### src/sfcp_pkg.sv
// package: opcodes, sizes, status bits and link types of the flash command port
package sfcp_pkg;

	// =====================================================
	// opcodes
	localparam logic [7:0] OP_WREN = 8'h06;
	localparam logic [7:0] OP_WRDI = 8'h04;
	localparam logic [7:0] OP_RDSR = 8'h05;
	localparam logic [7:0] OP_READ = 8'h03;
	localparam logic [7:0] OP_RSID = 8'hAB;
	localparam logic [7:0] OP_WRSR = 8'h01;
	localparam logic [7:0] OP_PROG = 8'h02;
	localparam logic [7:0] OP_BULK = 8'hC7;
	localparam logic [7:0] OP_SECT = 8'hD8;
	localparam logic [7:0] OP_RDID = 8'h9F;

	// =====================================================
	// byte counts and sizes
	localparam int ADDR_BYTES = 3;
	localparam int SID_DUMMY_BYTES = 3;
	localparam int DID_DUMMY_BYTES = 2;
	localparam int PAGE_BYTES = 256;
	localparam int BYTE_BITS = 8;

	// =====================================================
	// status register fields and reset value
	localparam int STAT_BUSY_BIT = 0;
	localparam int STAT_WEL_BIT = 1;
	localparam logic [7:0] STAT_RESET = 8'h00;

	// =====================================================
	// density variants and sector geometry
	localparam logic [1:0] VAR_1MBIT = 2'h0;
	localparam logic [1:0] VAR_4MBIT = 2'h1;
	localparam logic [1:0] VAR_16MBIT = 2'h2;
	localparam int SECT_SHIFT_32K = 15;
	localparam int SECT_SHIFT_64K = 16;
	localparam logic [23:0] TOP_1MBIT = 24'h01FFFF;
	localparam logic [23:0] TOP_4MBIT = 24'h07FFFF;
	localparam logic [23:0] TOP_16MBIT = 24'h1FFFFF;

	// =====================================================
	// timing
	localparam int MCLK_MHZ = 200;
	localparam int OP_TIME_US = 10;
	localparam int OP_CYCLES = OP_TIME_US * MCLK_MHZ;

	// =====================================================
	// command execution request to the array engine
	typedef enum logic [2:0] {
		SFCP_OP_NONE = 3'h0,
		SFCP_OP_PROG = 3'h1,
		SFCP_OP_WRSR = 3'h3,
		SFCP_OP_SECT = 3'h2,
		SFCP_OP_BULK = 3'h6
	} sfcp_op_type;

	typedef struct packed {
		sfcp_op_type op;
		logic [23:0] addr;
		logic [4:0] sector;
		logic [7:0] data;
	} sfcp_req_type;

	// page write port toward the array
	typedef struct packed {
		logic wr;
		logic [7:0] idx;
		logic [7:0] data;
	} sfcp_page_type;

endpackage

### src/sfcp_core.sv
// module: serial flash command port, decode, sequencing and busy timing
// Contract
// - all opcodes, addresses and data move most significant bit first
// - after select falls, sample input from the first rising serial clock
// - each input bit latched on a rising serial clock edge
// - read commands shift data out until host deselects, any bit
// - write-type commands run only if select rises on a byte boundary
// - during write or erase cycle refuse all but status read, cycle continues
// - write enable opcode 06, no further bytes, clock up to 25 MHz
// - write disable opcode 04, no further bytes
// - status read opcode 05, status bytes repeat until deselect
// - memory read opcode 03, three address bytes, data streams forever
// - silicon id opcode AB, three dummy bytes, small variants only
// - status write opcode 01, exactly one data byte
// - page program opcode 02, three address bytes, 1 to 256 data
// - bulk erase opcode C7 alone
// - sector erase opcode D8 with three address bytes
// - device id opcode 9F, two dummy bytes, largest variant only
// - 4-Mbit: eight 64 KB sectors, top 70000 to 7FFFF
// - 1-Mbit: four 32 KB sectors, top 18000 to 1FFFF
// - 16-Mbit: thirty-two 64 KB sectors, top 1F0000 to 1FFFFF
// - write enable sets latch bit 1; needed before program, status write, erase
// - latch clears on reset, write disable and operation completion
// - program over 256 bytes keeps only the final 256
// - busy status bit is 1 during write or erase
`timescale 1ns/1ps
module sfcp_core #(
	parameter logic [1:0] VARIANT = sfcp_pkg::VAR_4MBIT,
	parameter int OP_CYCLES = sfcp_pkg::OP_CYCLES,
	parameter logic [7:0] SILICON_ID = 8'h5A, // arbitrary value
	parameter logic [7:0] DEVICE_ID = 8'hA5 // arbitrary value
) (
	input wire logic mclk_i,
	input wire logic rst_i,
	input wire logic serial_clock_in_i,
	input wire logic serial_cmd_in_i,
	input wire logic chip_select_n_i,
	input wire logic [7:0] mem_rdata_i,
	output logic data_out_o,
	output logic data_oe_n_o,
	output logic [23:0] mem_raddr_o,
	output sfcp_pkg::sfcp_page_type page_o,
	output sfcp_pkg::sfcp_req_type req_o,
	output logic req_valid_o,
	output logic [7:0] status_o
);

	typedef enum logic [2:0] {
		ST_OPCODE = 3'h0,
		ST_ADDR = 3'h1,
		ST_DUMMY = 3'h3,
		ST_DATA = 3'h2,
		ST_READ = 3'h6,
		ST_IGNORE = 3'h7
	} sfcp_state_type;

	// =====================================================
	// pin synchronisation and edge detection
	logic [2:0] pins_sync;
	logic sck_prev_reg;
	logic sck;
	logic sdi;
	logic cs_n;
	logic sck_rise;
	logic sck_fall;
	logic cs_prev_reg;
	logic cs_rise;
	logic cs_fall;

	sfcp_sync #(
		.WIDTH(3)
	) u_sync (
		.mclk_i(mclk_i),
		.rst_i(rst_i),
		.async_i({serial_clock_in_i, serial_cmd_in_i, chip_select_n_i}),
		.sync_o(pins_sync)
	);

	assign sck = pins_sync[2];
	assign sdi = pins_sync[1];
	assign cs_n = pins_sync[0];
	assign sck_rise = sck & ~sck_prev_reg & ~cs_n;
	assign sck_fall = ~sck & sck_prev_reg & ~cs_n;
	assign cs_rise = cs_n & ~cs_prev_reg;
	assign cs_fall = ~cs_n & cs_prev_reg;

	always_ff @(posedge mclk_i) begin
		if (rst_i) begin
			sck_prev_reg <= 1'b0;
			cs_prev_reg <= 1'b1;
		end else begin
			sck_prev_reg <= sck;
			cs_prev_reg <= cs_n;
		end
	end

	// =====================================================
	// sector decode per variant
	function automatic logic [4:0] sector_of(input logic [23:0] a);
		unique case (VARIANT)
			sfcp_pkg::VAR_1MBIT: sector_of = 5'(a[16:sfcp_pkg::SECT_SHIFT_32K]);
			sfcp_pkg::VAR_4MBIT: sector_of = 5'(a[18:sfcp_pkg::SECT_SHIFT_64K]);
			default: sector_of = a[20:sfcp_pkg::SECT_SHIFT_64K];
		endcase
	endfunction

	function automatic logic [23:0] addr_mask(input logic [23:0] a);
		unique case (VARIANT)
			sfcp_pkg::VAR_1MBIT: addr_mask = a & sfcp_pkg::TOP_1MBIT;
			sfcp_pkg::VAR_4MBIT: addr_mask = a & sfcp_pkg::TOP_4MBIT;
			default: addr_mask = a & sfcp_pkg::TOP_16MBIT;
		endcase
	endfunction

	// =====================================================
	// input shifter
	sfcp_state_type state_reg;
	logic [7:0] shift_reg;
	logic [2:0] bit_cnt_reg;
	logic [7:0] opcode_reg;
	logic [1:0] byte_cnt_reg;
	logic [23:0] addr_reg;
	logic [7:0] wrsr_data_reg;
	logic [8:0] prog_cnt_reg;
	logic [7:0] prog_idx_reg;
	logic [7:0] out_reg;
	logic [7:0] status_reg;
	logic [$clog2(OP_CYCLES+1)-1:0] busy_cnt_reg;
	sfcp_pkg::sfcp_op_type pend_op;
	logic [7:0] byte_in;
	logic byte_done;
	logic busy;

	assign busy = status_reg[sfcp_pkg::STAT_BUSY_BIT];
	assign byte_in = {shift_reg[6:0], sdi};
	assign byte_done = sck_rise & (bit_cnt_reg == 3'h7);

	always_ff @(posedge mclk_i) begin
		if (rst_i || cs_fall) begin
			shift_reg <= 8'h00;
			bit_cnt_reg <= 3'h0;
		end else if (sck_rise) begin
			shift_reg <= byte_in;
			bit_cnt_reg <= bit_cnt_reg + 3'h1;
		end
	end

	// =====================================================
	// command sequencer
	always_ff @(posedge mclk_i) begin
		if (rst_i || cs_fall || cs_rise) begin
			state_reg <= ST_OPCODE;
			opcode_reg <= 8'h00;
			byte_cnt_reg <= 2'h0;
		end else if (byte_done) begin
			unique case (state_reg)
				ST_OPCODE: begin
					opcode_reg <= byte_in;
					byte_cnt_reg <= 2'h0;
					if (busy && byte_in != sfcp_pkg::OP_RDSR) begin
						state_reg <= ST_IGNORE;
					end else begin
						unique case (byte_in)
							sfcp_pkg::OP_READ, sfcp_pkg::OP_PROG, sfcp_pkg::OP_SECT: state_reg <= ST_ADDR;
							sfcp_pkg::OP_RDSR: state_reg <= ST_READ;
							sfcp_pkg::OP_RSID: state_reg <= (VARIANT != sfcp_pkg::VAR_16MBIT) ? ST_DUMMY : ST_IGNORE;
							sfcp_pkg::OP_RDID: state_reg <= (VARIANT == sfcp_pkg::VAR_16MBIT) ? ST_DUMMY : ST_IGNORE;
							sfcp_pkg::OP_WRSR: state_reg <= ST_DATA;
							sfcp_pkg::OP_WREN, sfcp_pkg::OP_WRDI, sfcp_pkg::OP_BULK: state_reg <= ST_IGNORE;
							default: state_reg <= ST_IGNORE;
						endcase
					end
				end
				ST_ADDR: begin
					byte_cnt_reg <= byte_cnt_reg + 2'h1;
					if (byte_cnt_reg == 2'(sfcp_pkg::ADDR_BYTES - 1)) begin
						state_reg <= (opcode_reg == sfcp_pkg::OP_READ) ? ST_READ :
							(opcode_reg == sfcp_pkg::OP_PROG) ? ST_DATA : ST_IGNORE;
					end
				end
				ST_DUMMY: begin
					byte_cnt_reg <= byte_cnt_reg + 2'h1;
					if ((opcode_reg == sfcp_pkg::OP_RSID && byte_cnt_reg == 2'(sfcp_pkg::SID_DUMMY_BYTES - 1)) ||
						(opcode_reg == sfcp_pkg::OP_RDID && byte_cnt_reg == 2'(sfcp_pkg::DID_DUMMY_BYTES - 1))) begin
						state_reg <= ST_READ;
					end
				end
				ST_DATA: begin
					if (opcode_reg == sfcp_pkg::OP_WRSR) begin
						state_reg <= ST_IGNORE;
					end
				end
				ST_READ, ST_IGNORE: state_reg <= state_reg;
				default: state_reg <= ST_IGNORE;
			endcase
		end
	end

	// =====================================================
	// address and write data capture
	always_ff @(posedge mclk_i) begin
		if (rst_i || cs_fall) begin
			addr_reg <= 24'h000000;
			wrsr_data_reg <= 8'h00;
			prog_cnt_reg <= 9'h000;
			prog_idx_reg <= 8'h00;
		end else if (byte_done && state_reg == ST_ADDR) begin
			addr_reg <= {addr_reg[15:0], byte_in};
		end else if (byte_done && state_reg == ST_DATA) begin
			wrsr_data_reg <= byte_in;
			// page buffer wraps, so only the final 256 bytes survive
			prog_idx_reg <= prog_idx_reg + 8'h01;
			if (prog_cnt_reg != 9'(sfcp_pkg::PAGE_BYTES)) begin
				prog_cnt_reg <= prog_cnt_reg + 9'h001;
			end
		end else if (byte_done && state_reg == ST_READ && opcode_reg == sfcp_pkg::OP_READ) begin
			addr_reg <= addr_mask(addr_reg + 24'h000001);
		end
	end

	always_ff @(posedge mclk_i) begin
		if (rst_i) begin
			page_o <= '0;
		end else begin
			page_o.wr <= byte_done && state_reg == ST_DATA && opcode_reg == sfcp_pkg::OP_PROG;
			page_o.idx <= addr_reg[7:0] + prog_idx_reg;
			page_o.data <= byte_in;
		end
	end

	// =====================================================
	// read data output, shifted on falling serial clock
	logic [7:0] read_byte;

	always_comb begin
		unique case (opcode_reg)
			sfcp_pkg::OP_RDSR: read_byte = status_reg;
			sfcp_pkg::OP_RSID: read_byte = SILICON_ID;
			sfcp_pkg::OP_RDID: read_byte = DEVICE_ID;
			default: read_byte = mem_rdata_i;
		endcase
	end

	assign mem_raddr_o = addr_reg;

	always_ff @(posedge mclk_i) begin
		if (rst_i || cs_n) begin
			out_reg <= 8'h00;
			data_out_o <= 1'b0;
			data_oe_n_o <= 1'b1;
		end else if (state_reg == ST_READ && sck_fall) begin
			data_oe_n_o <= 1'b0;
			if (bit_cnt_reg == 3'h0) begin
				data_out_o <= read_byte[7];
				out_reg <= {read_byte[6:0], 1'b0};
			end else begin
				data_out_o <= out_reg[7];
				out_reg <= {out_reg[6:0], 1'b0};
			end
		end
	end

	// =====================================================
	// commit on deselect and busy timer
	always_comb begin
		pend_op = sfcp_pkg::SFCP_OP_NONE;
		if (cs_rise && bit_cnt_reg == 3'h0 && status_reg[sfcp_pkg::STAT_WEL_BIT] && !busy) begin
			if (opcode_reg == sfcp_pkg::OP_BULK && state_reg == ST_IGNORE) begin
				pend_op = sfcp_pkg::SFCP_OP_BULK;
			end else if (opcode_reg == sfcp_pkg::OP_SECT && state_reg == ST_IGNORE) begin
				pend_op = sfcp_pkg::SFCP_OP_SECT;
			end else if (opcode_reg == sfcp_pkg::OP_WRSR && state_reg == ST_IGNORE) begin
				pend_op = sfcp_pkg::SFCP_OP_WRSR;
			end else if (opcode_reg == sfcp_pkg::OP_PROG && state_reg == ST_DATA && prog_cnt_reg != 9'h000) begin
				pend_op = sfcp_pkg::SFCP_OP_PROG;
			end
		end
	end

	always_ff @(posedge mclk_i) begin
		if (rst_i) begin
			req_o <= '0;
			req_valid_o <= 1'b0;
		end else begin
			req_valid_o <= pend_op != sfcp_pkg::SFCP_OP_NONE;
			req_o.op <= pend_op;
			req_o.addr <= addr_mask(addr_reg);
			req_o.sector <= sector_of(addr_reg);
			req_o.data <= wrsr_data_reg;
		end
	end

	always_ff @(posedge mclk_i) begin
		if (rst_i) begin
			status_reg <= sfcp_pkg::STAT_RESET;
			busy_cnt_reg <= '0;
		end else if (pend_op != sfcp_pkg::SFCP_OP_NONE) begin
			status_reg[sfcp_pkg::STAT_BUSY_BIT] <= 1'b1;
			busy_cnt_reg <= ($clog2(OP_CYCLES+1))'(OP_CYCLES);
			if (pend_op == sfcp_pkg::SFCP_OP_WRSR) begin
				status_reg[7:2] <= wrsr_data_reg[7:2];
			end
		end else if (busy) begin
			busy_cnt_reg <= busy_cnt_reg - 1'b1;
			if (busy_cnt_reg == 1) begin
				status_reg[sfcp_pkg::STAT_BUSY_BIT] <= 1'b0;
				status_reg[sfcp_pkg::STAT_WEL_BIT] <= 1'b0;
			end
		end else if (cs_rise && bit_cnt_reg == 3'h0 && state_reg == ST_IGNORE) begin
			if (opcode_reg == sfcp_pkg::OP_WREN) begin
				status_reg[sfcp_pkg::STAT_WEL_BIT] <= 1'b1;
			end else if (opcode_reg == sfcp_pkg::OP_WRDI) begin
				status_reg[sfcp_pkg::STAT_WEL_BIT] <= 1'b0;
			end
		end
	end

	assign status_o = status_reg;

endmodule

### src/sfcp_sync.sv
// module: two-flop synchroniser for the serial link pins
`timescale 1ns/1ps
module sfcp_sync #(
	parameter int WIDTH = 3
) (
	input wire logic mclk_i,
	input wire logic rst_i,
	input wire logic [WIDTH-1:0] async_i,
	output logic [WIDTH-1:0] sync_o
);

	logic [WIDTH-1:0] meta_reg;

	always_ff @(posedge mclk_i) begin
		if (rst_i) begin
			meta_reg <= '1;
			sync_o <= '1;
		end else begin
			meta_reg <= async_i;
			sync_o <= meta_reg;
		end
	end

endmodule
### config.mk
export PLATFORM = sky130hd
export DESIGN_NAME = sfcp_core
export DESIGN_NICKNAME = d
export VERILOG_FILES = /design/src/sfcp_pkg.sv /design/src/sfcp_core.sv /design/src/sfcp_sync.sv
export SDC_FILE = /design/constraint.sdc
export NUM_CORES = 1
export LEC_CHECK = 0
export BUFFER_PORTS_ARGS = -buffer_cell sky130_fd_sc_hd__buf_2
export CAP_MARGIN = 20
export CORE_ASPECT_RATIO = 0.7
export CORE_MARGIN = 5
export CORE_UTILIZATION = 57
export DETAILED_ROUTE_END_ITERATION = 10
export MAX_ROUTING_LAYER = met4
export PLACE_DENSITY = 0.8
export REMOVE_ABC_BUFFERS = 1
export SETUP_SLACK_MARGIN = 0.5
export SYNTH_ARGS = -nofsm -noshare
export SYNTH_HDL_FRONTEND = slang
export SYNTH_SLANG_ARGS = --single-unit
### constraint.sdc
create_clock -name mclk_i -period 2.9 [get_ports mclk_i]
set_input_delay 0.29 -clock mclk_i [delete_from_list [all_inputs] [get_ports mclk_i]]
set_output_delay 0.29 -clock mclk_i [all_outputs]
set_load 0.05 [all_outputs]
==> impl_metrics.json, run 1 <==
{
  "status": "complete, no violations",
  "grt-ovfl-total": 0,
  "p_leak_nw": 3.32,
  "synth_area_leaders": "dfxtp_1, nor2_1, a21oi_1",
  "ioPinCount": 105,
  "grt_usage_pct": 23.8,
  "wl_per_cell_um": 16.3,
  "grt_pass1_vias": 5466,
  "finalSetupViolCount": 0,
  "synthDistinctLibCells": 69,
  "hold_viol": 0,
  "yosysMostFrequentCell": "dfxtp_1",
  "clock-sinks": 156,
  "yosysWarnings": 0,
  "route.detailed.drc": 0,
  "cts_buffers": 17,
  "avgSynthCellArea_um2": 8.67,
  "layout-drive-gt1-share_pct": 21.1,
  "root_buffer": "clkbuf_16",
  "dieHeight_um": 102,
  "final_core_util_pct": 68.4,
  "seq_area_mm2": 0.00313,
  "die_w_um": 141,
  "cts_tree": "built",
  "finalSetupTns_ns": 0,
  "rows": 33,
  "synth_xor_area_share_pct": 3.84,
  "first_pass_iters": 5,
  "synth_compound_area_share_pct": 14.3,
  "antenna_found_initial": 0,
  "viasPerCell": 5.77,
  "clkPwrFrac_pct": 47.5,
  "initial_core_util_pct": 58.3,
  "top_register": "req_o",
  "ir_drop_mv": 0.535,
  "cp_data_arrival_time_ns": 2.61,
  "num_vias": 6004,
  "rsz0062_at_grt": "false",
  "synth-edff-count": 0,
  "largest_register_ffs": 30,
  "antenna_left": 0,
  "coreArea_mm2": 0.0117,
  "grt_pass1_wl_mm": 26.9,
  "finalClockSkew_ns": 0.0129,
  "multi_input_area_mm2": 0.00346,
  "maxCapViolCount": 0,
  "timing.fmax_ghz": 0.434,
  "crit_type": "register to register",
  "cts.path.max_buffers": 2,
  "die_area_mm2": 0.0143,
  "antenna-diode-count": 0,
  "relSlewSlack_pct": 47.0,
  "clk_latency_ns": 0.42,
  "synth_common_cells": "dfxtp_1, nor2_1, nand2_1, a21oi_1, nor2b_1",
  "final_nets": 902,
  "synth_top_area_cell": "dfxtp_1",
  "path_max_fanout": 6,
  "clkTransAtPathRegs_ns": 0.06,
  "worst_hold_slack_ns": 0.0590,
  "drt_iter0_markers": 478,
  "gp_congestion": 0.911,
  "cp-end-kind": "register",
  "synthAdderAreaFrac_pct": 3.59,
  "reg2reg_slack_ns": 0.59,
  "synth_seq_area_share_pct": 45.7,
  "htree_levels": 4,
  "finalMaxSlewViolations": 0,
  "place.detailed.hpwl_mm": 11.6,
  "wirelength_mm": 17.0,
  "p_comb_share_pct": 2.7,
  "worst_setup_path_start_kind": "register",
  "port_buffers": 97,
  "synthArstFlopShare_pct": 0,
  "synthCells": 788,
  "synth_flop_cell": "dfxtp_1",
  "power_frac_seq_pct": 49.8,
  "powerDensity_mw_per_mm2": 540,
  "ys_seq_elements": 156,
  "grt_max_degree": 33,
  "netlist_area_mm2": 0.00683,
  "synthSimpleGateAreaFrac_pct": 24.9,
  "min_path_type": "input pin to register",
  "min_period_ns": 2.31,
  "switching_share_pct": 23.5,
  "synth_top_family_by_area": "simple AND/OR/NAND/NOR gates",
  "min_period_over_period_pct": 79.5,
  "ctsHoldBuffers": 0,
  "fillCellCount": 943,
  "fin_total_pwr_mw": 4.33,
  "synth_top_area_share_pct": 45.7,
  "p_int_mw": 3.31,
  "required_ns": 3.20,
  "worst_pin_slew_ns": 0.793,
  "p_sw_mw": 1.02,
  "muxShareOfSynthArea_pct": 2.51,
  "synthToLayoutAreaGrowth_pct": 17.4
}
power groups by stage:
stage,Sequential (mW),Combinational [mW],Clock [mW]
final,2.16,0.116,2.06
after global routing,2.16,0.124,2.18
after CTS,2.16,0.113,2.08
after detailed placement,2.20,0.112,0
after global placement,2.20,0.110,0
after floorplan,2.21,0.0629,0
path summary, 6_finish.rpt:
path,start,to,cells past startpoint
max,bit_cnt_reg[0],prog_cnt_reg[8],8
min,serial_cmd_in_i,u_sync.meta_reg[1],2
max reg2reg,bit_cnt_reg[0],prog_cnt_reg[8],8
min reg2reg,u_sync.meta_reg[0],u_sync.sync_o[0],1
timing repair:
action,4_1_cts,5_1_grt
endpoints found under the setup margin,31,23
cloned,0,1
pin swaps,0,5
setup buffers,0,3
resized for setup,6,8
layer usage:
metal | GRT usage, % | up-vias | wire [µm]
li1 | - | 2881 | -
met1 | 31.1 | 2859 | 7640
met2 | 37.4 | 239 | 8000
met3 | 4.48 | 25 | 1130
met4 | 7.89 | 0 | 218
met5 | - | - | 0
placed cells by master (no fill, tap or decap), drive strengths merged, types with 7 or more instances in the layout:
cell    instances
mux2i          16
dfxtp         156
and3            8
nand2          79
nor2b          47
a21oi          62
o21ai          28
nand3          20
nor4            8
buf           117
nand4          11
conb            7
nor2           88
inv            22
ha             18
clkbuf         18
xnor2          17
or2            15
or3            12
a211oi          8
nor3           16
xor2           13
a21o            7
critical path, stage by stage (launching register included):
cell and delay, ns:
dfxtp_2 0.33, ha_2 0.19, ha_4 0.13, or4bb_4 0.55, a211oi_4 0.36, and3_4 0.26
nand4_1 0.12, xnor2_1 0.19, nor2_1 0.07
stage by stage:
stage	setup WS, ns	instances	instance area (µm²)
after CTS	0.515	1036	7960
final	0.594	1040	8030
after global placement	0.436	1004	7390
after detailed placement	0.313	1004	7390
after global routing	0.498	1040	8030
after floorplan	-0.252	733	6570
area by class of cell:
cell class	instances	area share [%]
Inverter	16	0.748
Clock buffer	18	5.47
Timing Repair Buffer	117	7.97
Sequential cell	156	38.9
Tap cell	157	2.45
Multi-Input combinational cell	562	43.1
Clock inverter	14	1.37
kinds of logic (layout without fill, tap and decap cells):
logic type,Yosys count,in the layout
compound gates,154,154
simple gates,334,335
flops,156,156
xor+xnor,30,30
buf+inv,77,165
fa+ha+maj,19,19
mux,17,17
other cells,1,7
(Power assumes the default switching activity.)
==> run 2: changes to the inputs <==
clock period = 2.35 ns   (was 2.9 ns; I/O delays follow)
==> run 2 against run 1 <==
The run now ends with negative hold slack left. Fmax up 3.4%. Combinational power up 45%. Clock skew down 0.0059 ns. Core utilization up 13 points. Via count up 18%. Hold slack worse by 0.063 ns. Largest cell class unchanged. Largest power group is now the clock network. Highest routed layer unchanged.
==> impl_metrics.json, run 2 (synthesized netlist as in run 1, its figures left out) <==
{
  "status": "finished, violations left",
  "violations": "negative hold slack",
  "antenna_found_initial": 0,
  "p_leak_nw": 3.98,
  "antenna_left": 0,
  "power_frac_seq_pct": 47.1,
  "cp_top_family": "simple AND/OR/NAND/NOR gates",
  "hold_start": "serial_clock_in_i",
  "grt_max_degree": 36,
  "root_buffer": "clkbuf_16",
  "coreArea_mm2": 0.0117,
  "cp.buffers_inverters": 1,
  "hold_viol": 2,
  "drt_iter0_markers": 914,
  "initial_core_util_pct": 58.3,
  "crit_slowest_cell": "or3_4",
  "r2r_cells": 7,
  "timing.fmax_ghz": 0.448,
  "p_int_mw": 4.38,
  "place.detailed.hpwl_mm": 12.1,
  "first_pass_iters": 8,
  "p_comb_share_pct": 3.0,
  "die_w_um": 141,
  "placed_area_mm2": 0.00755,
  "clock-sinks": 156,
  "max_stage_delay_ns": 0.42,
  "rows": 33,
  "cp-end-kind": "register",
  "finalClockSkew_ns": 0.00702,
  "rr_startpoint": "opcode_reg[3]",
  "final_common_cell": "dfxtp_1",
  "cts_tree": "built",
  "required_ns": 2.65,
  "hold_path_end": "u_sync.meta_reg[2]",
  "instances_no_fill": 1108,
  "port_buffers": 97,
  "top_register": "req_o",
  "largest_register_ffs": 30,
  "relSlewSlack_pct": 55.5,
  "route.detailed.drc": 0,
  "reg2reg_slack_ns": 0.12,
  "worst_hold_slack_ns": -0.00408,
  "worst_pin_slew_ns": 0.659,
  "final_nets": 971,
  "worst_setup_path_start_kind": "register",
  "switching_share_pct": 22.3,
  "synthToLayoutAreaGrowth_pct": 40.2,
  "min_period_over_period_pct": 94.9,
  "crit_chain": "or3_4 > nor4_4 > a41oi_2 > or2_4 > buf_6 > a21oi_1 > o32ai_2",
  "wirelength_mm": 24.0,
  "final_cell_mix": "dfxtp_1, buf_2, nor2_1, nand2_1, buf_4",
  "cts_buffers": 17,
  "grt_pass1_vias": 6533,
  "final_cell_area_mm2": 0.00958,
  "maxCapViolCount": 0,
  "min_path_type": "input pin to register",
  "grt_usage_pct": 29.8,
  "finalMaxSlewViolations": 0,
  "wl_per_cell_um": 21.7,
  "ir_drop_mv": 0.584,
  "hold_path_depth": 2,
  "layout-drive-gt1-share_pct": 40.6,
  "clk_latency_ns": 0.43,
  "gp_congestion": 0.893,
  "dieHeight_um": 102,
  "die_area_mm2": 0.0143,
  "viasPerCell": 6.41,
  "p_sw_mw": 1.26,
  "cp_data_arrival_time_ns": 2.53,
  "min_period_ns": 2.23,
  "clkPwrFrac_pct": 49.9,
  "antenna-diode-count": 0,
  "final_core_util_pct": 81.7,
  "powerDensity_mw_per_mm2": 589,
  "grt_pass1_wl_mm": 33.5,
  "grt-ovfl-total": 0,
  "num_vias": 7097,
  "rsz0062_at_grt": "true",
  "finalSetupViolCount": 0,
  "path_max_fanout": 12,
  "fillCellCount": 610,
  "clkTransAtPathRegs_ns": 0.06,
  "cts.path.max_buffers": 2,
  "crit_type": "register to register",
  "fin_total_pwr_mw": 5.64,
  "placedCellCount": 1020,
  "ioPinCount": 105,
  "htree_levels": 4,
  "reg2reg_to": "mem_raddr_o[6]"
}
[run 2: cell types whose count changed in the layout (fill, tap and decap cells not counted), sizes merged]
cell and delta:
inv -4, bufbuf +1, clkbuf +2, clkinvlp -2, or4bb -1, bufinv +3
buf +69
[run 2: power groups by stage]
stage	registers [mW]	logic, mW	clock network, mW
after global routing	2.66	0.176	2.94
final	2.66	0.168	2.82
after CTS	2.66	0.150	2.79
after detailed placement	2.72	0.145	0
after floorplan	2.72	0.0777	0
after global placement	2.72	0.142	0
[run 2: worst max-delay path by stage]
stage                     start               to  slack [ns]  cells past startpoint
2_1_floorplan  u_sync.sync_o[2]  mem_raddr_o[16]       -0.80                      5
3_3_place_gp     bit_cnt_reg[0]  prog_cnt_reg[7]        0.12                      9
3_5_place_dp     bit_cnt_reg[0]  prog_cnt_reg[7]        0.02                      9
4_1_cts          bit_cnt_reg[0]  prog_cnt_reg[8]        0.18                      9
5_1_grt          bit_cnt_reg[0]   mem_raddr_o[3]        0.06                     10
6_report          opcode_reg[3]   mem_raddr_o[6]        0.12                      7
[run 2: final cells by class]
cell class | count | area, µm² | share of cell area (%)
Timing Repair Buffer | 187 | 1440 | 15.0
Sequential cell | 156 | 3160 | 32.9
Inverter | 16 | 60.1 | 0.627
Clock inverter | 11 | 141 | 1.48
Multi-Input combinational cell | 561 | 4140 | 43.2
Tap cell | 157 | 196 | 2.05
Clock buffer | 20 | 447 | 4.66
[run 2: what timing repair did]
item,4_1_cts,5_1_grt
buffers inserted,31,21
hold buffers,0,0
cloned,5,0
gates resized for setup,112,125
pin swaps,35,52
endpoints found under the setup margin,95,97
[run 2: routing by layer]
layer / vias to the layer above / global-route usage [%] / part of all wire [%]
met1: 3387 / 37.0 / 38
li1: 3023 / - / -
met5: - / - / 0
met2: 550 / 49.0 / 48
met4: 0 / 11.8 / 4.6
met3: 137 / 5.10 / 9.4
[run 2: metrics by stage]
stage	setup TNS (ns)	setup slack (ns)
finish	0	0.120
global route	0	0.0570
CTS	0	0.179
detailed placement	0	0.0218
global placement	0	0.119
floorplan	-13.02	-0.802
